===== src/shared/autotune_pkg.sv =====
/*
 shared constants of the auto-tuning controller: register map, parameter
 numbers, tuning state codes, phase timing.
 assumes a 25 MHz pclk and a 32-bit apb master.
*/
package autotune_pkg;
   // register byte offsets
   localparam logic [7:0] ctrl_off    = 8'h00;
   localparam logic [7:0] status_off  = 8'h04;
   localparam logic [7:0] irq_st_off  = 8'h08;
   localparam logic [7:0] irq_msk_off = 8'h0c;
   localparam logic [7:0] par_adr_off = 8'h10;
   localparam logic [7:0] par_dat_off = 8'h14;
   localparam logic [7:0] tune_off    = 8'h18;
   localparam logic [7:0] src_off     = 8'h1c;
   localparam logic [7:0] wprot_off   = 8'h20;
   localparam logic [7:0] led_off     = 8'h24;
   localparam logic [7:0] mon_off     = 8'h28;

   // tuning state codes
   localparam logic [3:0] ts_off      = 4'h0;
   localparam logic [3:0] ts_armed    = 4'h1;
   localparam logic [3:0] ts_running  = 4'h2;
   localparam logic [3:0] ts_done     = 4'h3;
   localparam logic [3:0] ts_forced   = 4'h8;
   localparam logic [3:0] ts_error    = 4'h9;

   localparam logic [1:0] src_auto    = 2'h0;
   localparam logic [1:0] src_direct1 = 2'h1;
   localparam logic [1:0] src_direct2 = 2'h2;
   localparam logic [1:0] src_builtin = 2'h3;

   localparam logic [15:0] unlock_code = 16'h0321;
   localparam logic [7:0]  const_last  = 8'h05;
   localparam logic [7:0]  mfr_first   = 8'h06;
   localparam logic [7:0]  data_first  = 8'h29;
   localparam logic [7:0]  data_last   = 8'h2f;
   localparam logic [1:0]  led_show    = 2'h1;

   // ctrl bit positions
   localparam int ctl_ext_bit   = 0;
   localparam int ctl_fault_bit = 1;
   localparam int ctl_freq_bit  = 2;
   localparam int ctl_rated_bit = 3;

   // irq bit positions
   localparam int irq_done_bit  = 0;
   localparam int irq_fail_bit  = 1;

   localparam int clk_khz         = 25000;
   localparam int ramp_pct        = 75;
   localparam int const_speed_ms  = 5000;
   localparam int const_speed_cyc = clk_khz * const_speed_ms;
   localparam int excite_ms       = 500;
   localparam int excite_cyc      = clk_khz * excite_ms;
   localparam int ramp_ms         = 1000;
   localparam int ramp_cyc        = clk_khz * ramp_ms;

   typedef enum logic [6:0] {
      ph_idle  = 7'b0000001,
      ph_ac    = 7'b0000010,
      ph_dc    = 7'b0000100,
      ph_accel = 7'b0001000,
      ph_hold  = 7'b0010000,
      ph_decel = 7'b0100000,
      ph_end   = 7'b1000000
   } phase_t;
endpackage


===== src/logic/tune_data_ram.sv =====
/*
 eight-entry store of tuning data words (slots 41 to 47, entry 0 unused).
 assumes one write port and a registered read on the same pclk.
*/
`timescale 1ns/1ps
module tune_data_ram
#(
   parameter int width = 16,
   parameter int depth = 8
)
(
   input  wire logic                     pclk,
   input  wire logic                     we,
   input  wire logic [$clog2(depth)-1:0] waddr,
   input  wire logic [width-1:0]         wdata,
   input  wire logic [$clog2(depth)-1:0] raddr,
   output logic      [width-1:0]         rdata_ff
);
   logic [width-1:0] mem [depth];

   // no reset on storage: contents survive a soft reset
   always_ff @(posedge pclk)
   begin
      if (we)
         mem[waddr] <= wdata;
      rdata_ff <= mem[raddr];
   end
endmodule


===== src/logic/phase_timer.sv =====
/*
 down counter timing each tuning phase; pulses done when the load expires.
 assumes load and count arrive from logic on pclk.
*/
`timescale 1ns/1ps
module phase_timer
#(
   parameter int width = 32
)
(
   input  wire logic             pclk,
   input  wire logic             presetn,
   input  wire logic             load,
   input  wire logic [width-1:0] count,
   input  wire logic             abort,
   output logic                  done_ff
);
   import autotune_pkg::*;
   logic [width-1:0] cnt_ff;
   logic             run_ff;
   wire              last = run_ff && (cnt_ff <= {{(width-1){1'b0}}, 1'b1});

   always_ff @(posedge pclk or negedge presetn)
   begin
      if (!presetn)
      begin
         cnt_ff  <= '0;
         run_ff  <= 1'b0;
         done_ff <= 1'b0;
      end
      else
      begin
         done_ff <= last && !load && !abort;
         if (load)
         begin
            cnt_ff <= count;
            run_ff <= 1'b1;
         end
         else if (abort || last)
            run_ff <= 1'b0;
         else if (run_ff)
            cnt_ff <= cnt_ff - 1'b1;
      end
   end
endmodule


===== src/logic/autotune_ctrl.sv =====
/*
 auto-tuning controller: phase sequencer, tuning state code, locked
 parameter window, start terminal handling, apb register slave.
 assumes start and terminal inputs are asynchronous pins; apb on pclk.
*/
// The implementer's own choices: register access over APB and the placing of the registers.
`timescale 1ns/1ps
module autotune_ctrl
   import autotune_pkg::*;
#(
   parameter int timer_w   = 32,
   parameter int hold_cyc  = const_speed_cyc,
   parameter int exc_cyc   = excite_cyc,
   parameter int rmp_cyc   = ramp_cyc,
   parameter int n_others  = 4
)
(
   input  wire logic                pclk,
   input  wire logic                presetn,
   input  wire logic                psel,
   input  wire logic                penable,
   input  wire logic                pwrite,
   input  wire logic [7:0]          paddr,
   input  wire logic [31:0]         pwdata,
   output logic      [31:0]         prdata_ff,
   output logic                     pready_ff,
   output logic                     pslverr_ff,
   input  wire logic                forward_run_key,
   input  wire logic                reverse_run_key,
   input  wire logic                stop_key,
   input  wire logic                forward_start_input,
   input  wire logic                reverse_start_input,
   input  wire logic                external_thermal_trip_input,
   input  wire logic                output_shutoff_input,
   input  wire logic                fault_clear_input,
   input  wire logic [n_others-1:0] other_inputs,
   output logic                     run_ff,
   output logic                     reverse_ff,
   output logic                     tuning_ff,
   output logic      [6:0]          phase_ff,
   output logic      [7:0]          speed_ref_pct_ff,
   output logic                     const_write_ff,
   output logic                     banner_ff,
   output logic      [3:0]          led_code_ff,
   output logic                     led_on_ff,
   output logic      [n_others-1:0] other_valid_ff,
   output logic                     trip_ff,
   output logic                     shutoff_ff,
   output logic                     irq_ff
);
   //////////////////////////////////////////////////////////////////////
   // pin synchronisers
   localparam int npin = 8 + n_others;
   logic [npin-1:0] pin_s1_ff, pin_s2_ff, pin_d_ff;
   wire  [npin-1:0] pin_raw = {other_inputs, stop_key, fault_clear_input,
      output_shutoff_input, external_thermal_trip_input, reverse_start_input,
      forward_start_input, reverse_run_key, forward_run_key};

   always_ff @(posedge pclk or negedge presetn)
   begin
      if (!presetn)
      begin
         pin_s1_ff <= '0;
         pin_s2_ff <= '0;
         pin_d_ff  <= '0;
      end
      else
      begin
         pin_s1_ff <= pin_raw;
         pin_s2_ff <= pin_s1_ff;
         pin_d_ff  <= pin_s2_ff;
      end
   end

   wire [npin-1:0] pin_rise = pin_s2_ff & ~pin_d_ff;
   wire fwd_key_p = pin_rise[0];
   wire rev_key_p = pin_rise[1];
   wire fwd_in    = pin_s2_ff[2];
   wire rev_in    = pin_s2_ff[3];
   wire thermal   = pin_s2_ff[4];
   wire shutoff   = pin_s2_ff[5];
   wire clear_p   = pin_rise[6];
   wire stop_p    = pin_rise[7];
   wire [n_others-1:0] others = pin_s2_ff[npin-1:8];

   //////////////////////////////////////////////////////////////////////
   // apb decode
   logic [3:0]  tune_ff;
   logic [1:0]  src_ff;
   logic [15:0] wprot_ff;
   logic [1:0]  led_ff;
   logic [3:0]  ctrl_ff;
   logic [1:0]  irq_st_ff, irq_msk_ff;
   logic [7:0]  par_adr_ff;
   logic [15:0] par_ord_ff [const_last+1];
   logic [15:0] par_mot_ff [const_last+1];
   logic [15:0] ram_rdata;

   wire acc     = psel && penable && !pready_ff;
   wire wr      = psel && penable && pready_ff && pwrite;
   wire unlock  = (wprot_ff == unlock_code);
   wire ext_md  = ctrl_ff[ctl_ext_bit];
   wire direct  = (src_ff == src_direct1) || (src_ff == src_direct2);
   wire in_const = (par_adr_ff <= const_last);
   wire in_data = (par_adr_ff >= data_first) && (par_adr_ff <= data_last);
   wire mfr_vis = unlock && (par_adr_ff >= mfr_first);
   wire use_mot = unlock && direct && in_const;
   wire use_dat = unlock && in_data;
   wire [2:0] cidx = par_adr_ff[2:0];
   wire [2:0] didx = 3'(par_adr_ff - data_first + 8'h01);
   wire par_hit = in_const || use_dat || mfr_vis;
   wire [15:0] par_rd = !in_const ? (use_dat ? ram_rdata : 16'h0000)
                        : use_mot ? par_mot_ff[cidx] : par_ord_ff[cidx];
   wire wr_pdat = wr && (paddr == par_dat_off) && par_hit;
   // value 3 refused unless the window is unlocked
   wire src_ok  = (pwdata[1:0] != src_builtin) || unlock;
   wire addr_ok = (paddr <= mon_off) && (paddr[1:0] == 2'b00);

   //////////////////////////////////////////////////////////////////////
   // tuning sequencer
   phase_t ph_ff, nxt_ph;
   logic   tmr_load, tmr_done;
   logic [timer_w-1:0] tmr_cnt;
   wire ratings = ctrl_ff[ctl_rated_bit];
   wire armed   = (tune_ff == ts_armed) && (src_ff == src_auto) && ratings;
   wire start_p = ext_md ? (pin_rise[2] || pin_rise[3])
                         : (fwd_key_p || rev_key_p);
   wire start_rev = ext_md ? rev_in : rev_key_p;
   wire fault   = ctrl_ff[ctl_fault_bit] || thermal;
   wire forced  = (ph_ff != ph_idle) && (ph_ff != ph_end) &&
                  (shutoff || (ext_md ? !(fwd_in || rev_in) : stop_p));
   wire release_run = ext_md ? !(fwd_in || rev_in) : stop_p;
   wire aborting = tuning_ff && (fault || forced);

   always_comb
   begin
      nxt_ph   = ph_ff;
      tmr_load = 1'b0;
      tmr_cnt  = '0;
      unique case (ph_ff)
         ph_idle:
            if (armed && start_p)
            begin
               nxt_ph   = ph_ac;
               tmr_load = 1'b1;
               tmr_cnt  = timer_w'(exc_cyc);
            end
         ph_ac:
            if (tmr_done)
            begin
               nxt_ph   = ph_dc;
               tmr_load = 1'b1;
               tmr_cnt  = timer_w'(exc_cyc);
            end
         ph_dc:
            if (tmr_done)
            begin
               nxt_ph   = ph_accel;
               tmr_load = 1'b1;
               tmr_cnt  = timer_w'(rmp_cyc);
            end
         ph_accel:
            if (tmr_done)
            begin
               nxt_ph   = ph_hold;
               tmr_load = 1'b1;
               tmr_cnt  = timer_w'(hold_cyc);
            end
         ph_hold:
            if (tmr_done)
            begin
               nxt_ph   = ph_decel;
               tmr_load = 1'b1;
               tmr_cnt  = timer_w'(rmp_cyc);
            end
         ph_decel:
            if (tmr_done)
               nxt_ph = ph_end;
         ph_end:
            if (release_run)
               nxt_ph = ph_idle;
      endcase
      if (aborting)
         nxt_ph = ph_end;
   end

   phase_timer #(.width(timer_w)) u_timer
   (
      .pclk    (pclk),
      .presetn (presetn),
      .load    (tmr_load),
      .count   (tmr_cnt),
      .abort   (aborting),
      .done_ff (tmr_done)
   );

   // end-state code: forced wins over error when both hit
   wire [3:0] end_code = forced ? ts_forced : ts_error;
   wire ok_end  = (ph_ff == ph_decel) && tmr_done && !aborting;
   wire bad_end = aborting;
   wire [3:0] nxt_tune = (ph_ff == ph_idle && nxt_ph == ph_ac) ? ts_running
                       : ok_end ? ts_done
                       : bad_end ? end_code
                       : (wr && paddr == tune_off) ? pwdata[3:0] : tune_ff;
   // normal run whenever the start is not a tuning start
   wire normal_run = (ph_ff == ph_idle) && !armed &&
                     (ext_md ? (fwd_in || rev_in) : run_ff && !stop_p);
   wire normal_go  = (ph_ff == ph_idle) && !armed && !ext_md &&
                     (fwd_key_p || rev_key_p);

   //////////////////////////////////////////////////////////////////////
   // registers
   always_ff @(posedge pclk or negedge presetn)
   begin
      if (!presetn)
      begin
         ph_ff          <= ph_idle;
         tune_ff        <= ts_off;
         src_ff         <= src_auto;
         wprot_ff       <= '0;
         led_ff         <= led_show;
         ctrl_ff        <= '0;
         par_adr_ff     <= '0;
         run_ff         <= 1'b0;
         reverse_ff     <= 1'b0;
         const_write_ff <= 1'b0;
      end
      else
      begin
         ph_ff   <= nxt_ph;
         tune_ff <= nxt_tune;
         if (wr && paddr == src_off && src_ok)
            src_ff <= pwdata[1:0];
         if (wr && paddr == wprot_off)
            wprot_ff <= pwdata[15:0];
         if (wr && paddr == led_off)
            led_ff <= pwdata[1:0];
         if (wr && paddr == ctrl_off)
            ctrl_ff <= pwdata[3:0];
         if (wr && paddr == par_adr_off)
            par_adr_ff <= pwdata[7:0];
         run_ff <= (nxt_ph != ph_idle) || normal_run || normal_go;
         if (start_p)
            reverse_ff <= start_rev;
         const_write_ff <= ok_end;
      end
   end

   // ordinary and motor-constant banks kept apart
   for (genvar i = 0; i <= const_last; i++)
   begin : g_par
      always_ff @(posedge pclk or negedge presetn)
      begin
         if (!presetn)
         begin
            par_ord_ff[i] <= '0;
            par_mot_ff[i] <= '0;
         end
         else if (wr_pdat && cidx == 3'(i) && in_const)
         begin
            if (use_mot)
               par_mot_ff[i] <= pwdata[15:0];
            else
               par_ord_ff[i] <= pwdata[15:0];
         end
      end
   end

   tune_data_ram #(.width(16), .depth(8)) u_ram
   (
      .pclk     (pclk),
      .we       (wr_pdat && use_dat),
      .waddr    (didx),
      .wdata    (pwdata[15:0]),
      .raddr    (didx),
      .rdata_ff (ram_rdata)
   );

   //////////////////////////////////////////////////////////////////////
   // outputs and monitor
   wire [7:0] pct = (ph_ff == ph_hold) ? 8'(ramp_pct)
                  : (ph_ff == ph_accel || ph_ff == ph_decel) ? 8'(ramp_pct / 2)
                  : 8'h00;
   wire banner = tuning_ff && ctrl_ff[ctl_freq_bit];
   wire [1:0] ev = {bad_end, ok_end};
   wire [1:0] nxt_irq = (irq_st_ff | ev) &
                        ~((wr && paddr == irq_st_off) ? pwdata[1:0] & ~ev : 2'b00);

   always_ff @(posedge pclk or negedge presetn)
   begin
      if (!presetn)
      begin
         tuning_ff        <= 1'b0;
         phase_ff         <= ph_idle;
         speed_ref_pct_ff <= '0;
         banner_ff        <= 1'b0;
         led_code_ff      <= '0;
         led_on_ff        <= 1'b0;
         other_valid_ff   <= '0;
         trip_ff          <= 1'b0;
         shutoff_ff       <= 1'b0;
         irq_st_ff        <= '0;
         irq_msk_ff       <= '0;
         irq_ff           <= 1'b0;
      end
      else
      begin
         tuning_ff        <= (nxt_ph != ph_idle) && (nxt_ph != ph_end);
         phase_ff         <= nxt_ph;
         speed_ref_pct_ff <= pct;
         banner_ff        <= banner;
         led_code_ff      <= tune_ff;
         led_on_ff        <= (led_ff == led_show);
         other_valid_ff   <= tuning_ff ? '0 : others;
         trip_ff          <= thermal;
         shutoff_ff       <= shutoff;
         irq_st_ff        <= nxt_irq;
         if (wr && paddr == irq_msk_off)
            irq_msk_ff <= pwdata[1:0];
         irq_ff           <= |(nxt_irq & ~irq_msk_ff);
      end
   end
   // a fault clear rearms nothing here; its rising edge only shows in status bit 4
   wire clr_fault = clear_p;

   //////////////////////////////////////////////////////////////////////
   // apb answer
   logic [31:0] rd_mux;
   always_comb
   begin
      rd_mux = '0;
      unique case (paddr)
         ctrl_off:    rd_mux = {28'h0, ctrl_ff};
         status_off:  rd_mux = {16'h0, 1'b0, ph_ff, unlock, run_ff, tuning_ff,
                                clr_fault, tune_ff};
         irq_st_off:  rd_mux = {30'h0, irq_st_ff};
         irq_msk_off: rd_mux = {30'h0, irq_msk_ff};
         par_adr_off: rd_mux = {24'h0, par_adr_ff};
         par_dat_off: rd_mux = {16'h0, par_rd};
         tune_off:    rd_mux = {28'h0, tune_ff};
         src_off:     rd_mux = {30'h0, src_ff};
         wprot_off:   rd_mux = {16'h0, wprot_ff};
         led_off:     rd_mux = {30'h0, led_ff};
         mon_off:     rd_mux = {20'h0, banner_ff, 3'h0, speed_ref_pct_ff};
         default:     rd_mux = '0;
      endcase
   end

   // one wait state so the data ram read is settled
   always_ff @(posedge pclk or negedge presetn)
   begin
      if (!presetn)
      begin
         pready_ff  <= 1'b0;
         pslverr_ff <= 1'b0;
         prdata_ff  <= '0;
      end
      else
      begin
         pready_ff  <= acc;
         pslverr_ff <= acc && !addr_ok;
         prdata_ff  <= (acc && !pwrite) ? rd_mux : '0;
      end
   end
endmodule


===== config.mk =====
export PLATFORM = sky130hd
export DESIGN_NAME = autotune_ctrl
export DESIGN_NICKNAME = d
export VERILOG_FILES = /design/src/shared/autotune_pkg.sv /design/src/logic/tune_data_ram.sv /design/src/logic/phase_timer.sv /design/src/logic/autotune_ctrl.sv
export SDC_FILE = /design/constraint.sdc
export NUM_CORES = 1
export LEC_CHECK = 0
export ABC_AREA = 1
export BUFFER_PORTS_ARGS = -buffer_cell sky130_fd_sc_hd__buf_4
export CORE_AREA = 2 2 233 235
export CTS_BUF_LIST = sky130_fd_sc_hd__clkbuf_4
export CTS_CLUSTER_DIAMETER = 50
export DETAILED_ROUTE_END_ITERATION = 8
export DIE_AREA = 0 0 235 237
export SYNTH_ARGS = -nofsm -noshare
export SYNTH_HDL_FRONTEND = slang
export SYNTH_SLANG_ARGS = --single-unit

===== constraint.sdc =====
create_clock -name pclk -period 3.55 [get_ports pclk]
set_input_delay 0.355 -clock pclk [delete_from_list [all_inputs] [get_ports pclk]]
set_output_delay 0.355 -clock pclk [all_outputs]
set_load 0.02 [all_outputs]

==> impl_metrics.py <==
metrics = {
    "setup_path": {
        "cp.required_ns": 4.25,
        "end_kind": "flip-flop",
        "r2r_setup_slack_ns": 0.96,
        "path_max_fanout": 31,
        "critPathLaunchType": "flip-flop",
        "crit_type": "flip-flop to flip-flop",
        "cp_data_arrival_time_ns": 3.29,
        "r2r-end": "par_ord_ff[66]$_DFFE_PN0P_",
        "r2r-start": "par_adr_ff[1]$_DFFE_PN0P_",
        "startpoint": "par_adr_ff[1]$_DFFE_PN0P_",
        "ff2ff_path_depth": 9,
    },
    "clocking": {
        "cts_root_buffer": "clkbuf_4",
        "h-tree-depth": 4,
        "cts_buffer_depth": 3,
        "cts_buffers": 133,
        "hold_buffers": 38,
        "cts_sinks": 485,
        "insertion_delay_ns": 0.91,
        "post_cts_resize_count": 0,
        "clk_pin_slew_ns": 0.06,
        "cts_tree": "done",
        "post_cts_buffers": 0,
    },
    "place": {
        "place_congestion": 0.880,
        "port_buffers": 88,
        "dpl_cell_area_mm2": 0.0224,
        "dp_hpwl_um": 38000,
    },
    "power": {
        "p_int_mw": 8.75,
        "power_density_mw_per_mm2": 481,
        "seqPwrFrac_pct": 50.6,
        "combPwrFrac_pct": 6.9,
        "power_leakage_nw": 11.0,
        "pwr-share-clk_pct": 42.5,
        "p_sw_share_pct": 25.7,
        "switchingPower_mw": 3.03,
        "ir_worst_vdd_v": 0.000335,
    },
    "routing": {
        "drtIter0Drc": 1427,
        "vias_per_cell": 5.22,
        "wl_um": 60200,
        "antenna_left": 0,
        "vias": 17123,
        "drcViolationCount": 0,
        "wire_per_inst_um": 18.4,
        "drtPass1Iterations": 6,
    },
    "synthesis": {
        "synth.distinct_cells": 51,
        "synth_area_leaders": "dfrtp_1 40%, edfxtp_1 18%, nand2_1 11%",
        "synth.top_cell.area_share_pct": 40.2,
        "synthTopCellsByCount": "633 x nand2_1, 339 x dfrtp_1, 189 x nor2_1, 187 x o21ai_1, 137 x inv_1",
        "syn_inst": 2289,
        "synth_edf_count": 128,
        "yosysWarningCount": 0,
        "synth_ff_type": "dfrtp_1",
        "ys_seq_elements": 485,
        "async_flop_share_pct": 70.3,
        "yosysTopAreaCell": "dfrtp_1",
        "seq_area_frac_synth_pct": 60.2,
        "synthesis.area_mm2": 0.0211,
        "synth.most_common_cell": "nand2_1",
        "syn_area_per_cell_um2": 9.22,
    },
    "timing": {
        "tns_ns": 0,
        "min_period_over_period_pct": 72.8,
        "rsz0062_at_grt": "no",
        "finalHoldViolCount": 0,
        "min_period_ns": 2.59,
        "skew_ns": 0.0692,
        "setup_viol": 0,
        "drv_slew": 0,
        "max_freq_ghz": 0.387,
        "tightest_slew_ns": 1.00,
        "maxSlewHeadroom_pct": 33.3,
    },
    "cells_and_area": {
        "fin_nets": 2549,
        "nFillCells": 5127,
        "syn_to_final_growth_pct": 15.9,
        "final_area_mm2": 0.0245,
        "drive_gt1_share_pct": 15.5,
    },
    "floorplan": {
        "core_area_mm2": 0.0533,
        "die_h_um": 237,
        "ios": 123,
        "die_w_um": 235,
        "initial_core_util_pct": 39.6,
        "die-area_mm2": 0.0557,
        "rows": 85,
    },
    "status": {
        "status": "finished, final reports clean",
    },
    "global_routing": {
        "grt_overflow": 0,
        "grt_use_total_pct": 21.9,
        "antenna_found_initial": 3,
        "grt_max_degree": 113,
        "grt_first_pass_wirelength_um": 94300,
        "grt_pass1_vias": 17063,
    },
    "flow_run": {
        "drv_cap": 0,
    },
    "min_path": {
        "hp-class": "primary input to async pin",
    },
}
[per-stage QoR]
stage | setup WS [ns] | total power [mW] | hold slack, ns | std cells | utilization (%)
after floorplan | 0.938 | 6.46 | 0.0594 | 2322 | -
after global placement | 1.12 | 6.84 | 0.333 | 3012 | 42.0
after detailed placement | 1.09 | 6.85 | 0.335 | 3012 | 42.0
after CTS | 1.02 | 11.9 | 0.00645 | 3280 | 45.9
after global routing | 0.841 | 12.4 | 0.0116 | 3283 | 45.9
final | 0.964 | 11.8 | 0.122 | 3283 | 45.9
[kinds of logic after synthesis]
kind of cell | share of synthesized area, %
xor gates and xnor gates | 0.788
other | 0.0178
adders and majority gates | 0.178
and+or+nand+nor | 20.2
DFF | 60.2
AOI/OAI and AO/OA | 12.4
buffers and inverters | 6.19
[layout by cell type, fill, tap and decap left out, types with 3 or more instances in the layout]
master and instances:
a211oi_1 8, a21oi_1 33, a21oi_2 3, a22oi_1 34
a31oi_1 19, buf_4 127, clkbuf_4 191, clkinv_1 22
clkinv_2 5, clkinvlp_4 4, conb_1 34, dfrtp_1 338
dfxtp_1 16, diode_2 3, dlygate4sd3_1 38, edfxtp_1 128
ha_1 3, inv_1 137, inv_2 15, inv_6 4
nand2_1 633, nand2_2 12, nand3_1 112, nand3_2 3
nand3b_1 5, nand4_1 30, nor2_1 188, nor2_2 13
nor2_4 4, nor3_1 7, nor3_2 5, o21ai_0 111
o21ai_1 187, o21bai_1 5, o22ai_1 59, o31ai_1 4
xnor2_1 4, xor2_1 15
[sequential cells by signal, summed over array words and instances (netlist names), 3 cells and up]
signal and cells:
ctrl_ff 4, led_code_ff 4, other_valid_ff 4, par_adr_ff 8, par_mot_ff 96, par_ord_ff 96
phase_ff 7, pin_d_ff 8, pin_s1_ff 12, pin_s2_ff 12, prdata_ff 16, speed_ref_pct_ff 3
tune_ff 4, u_ram.mem 128, u_ram.rdata_ff 16, u_timer.cnt_ff 32, wprot_ff 16
[metal layers]
metal / vias to the layer above / wire, um / GRT usage (%)
met5: - / 13 / 0
met4: 2 / 1670 / 9.97
met3: 115 / 4010 / 4.97
met2: 662 / 28100 / 34.7
met1: 8262 / 26500 / 28.7
li1: 8082 / - / -
[power groups by stage]
stage               clock (mW)  combinational, mW  sequential (mW)
floorplan                    0              0.373             6.09
global placement             0              0.771             6.07
detailed placement           0              0.781             6.07
CTS                       5.14              0.815             5.96
global route              5.49              0.905             5.97
finish                    5.01              0.814             5.96
[how the worst max path moves through the flow]
stage                                  to  slack (ns)  depth (start not counted)
3_5_place_dp   par_ord_ff[85]$_DFFE_PN0P_        1.09                          9
4_1_cts        par_ord_ff[66]$_DFFE_PN0P_        1.02                          9
2_1_floorplan   u_ram.mem[6][0]$_DFFE_PP_        0.94                          9
5_1_grt        par_ord_ff[66]$_DFFE_PN0P_        0.84                          9
6_report       par_ord_ff[66]$_DFFE_PN0P_        0.96                          9
3_3_place_gp       prdata_ff[3]$_DFF_PN0_        1.12                         12
[worst max-delay path: stages (launching register included)]
cell and delay [ns]:
dfrtp_1 0.53, nand2_2 0.19, nand3_2 0.17, inv_2 0.36, nand2_1 0.14, inv_2 0.37
nand2_1 0.15, buf_4 0.29, nand2_1 0.10, o21ai_1 0.06
[area by class of cell]
cell class	instances	area (um2)	area share (%)
clock buffer	191	1430	5.86
multi-input combinational	1549	7240	29.6
timing repair buffer	168	1390	5.68
tap	696	871	3.56
clock inverter	39	250	1.02
inverter	152	571	2.33
sequential	485	12700	51.9
antenna	3	7.51	0.0307
No activity file was read; power rests on OpenSTA's default activity.
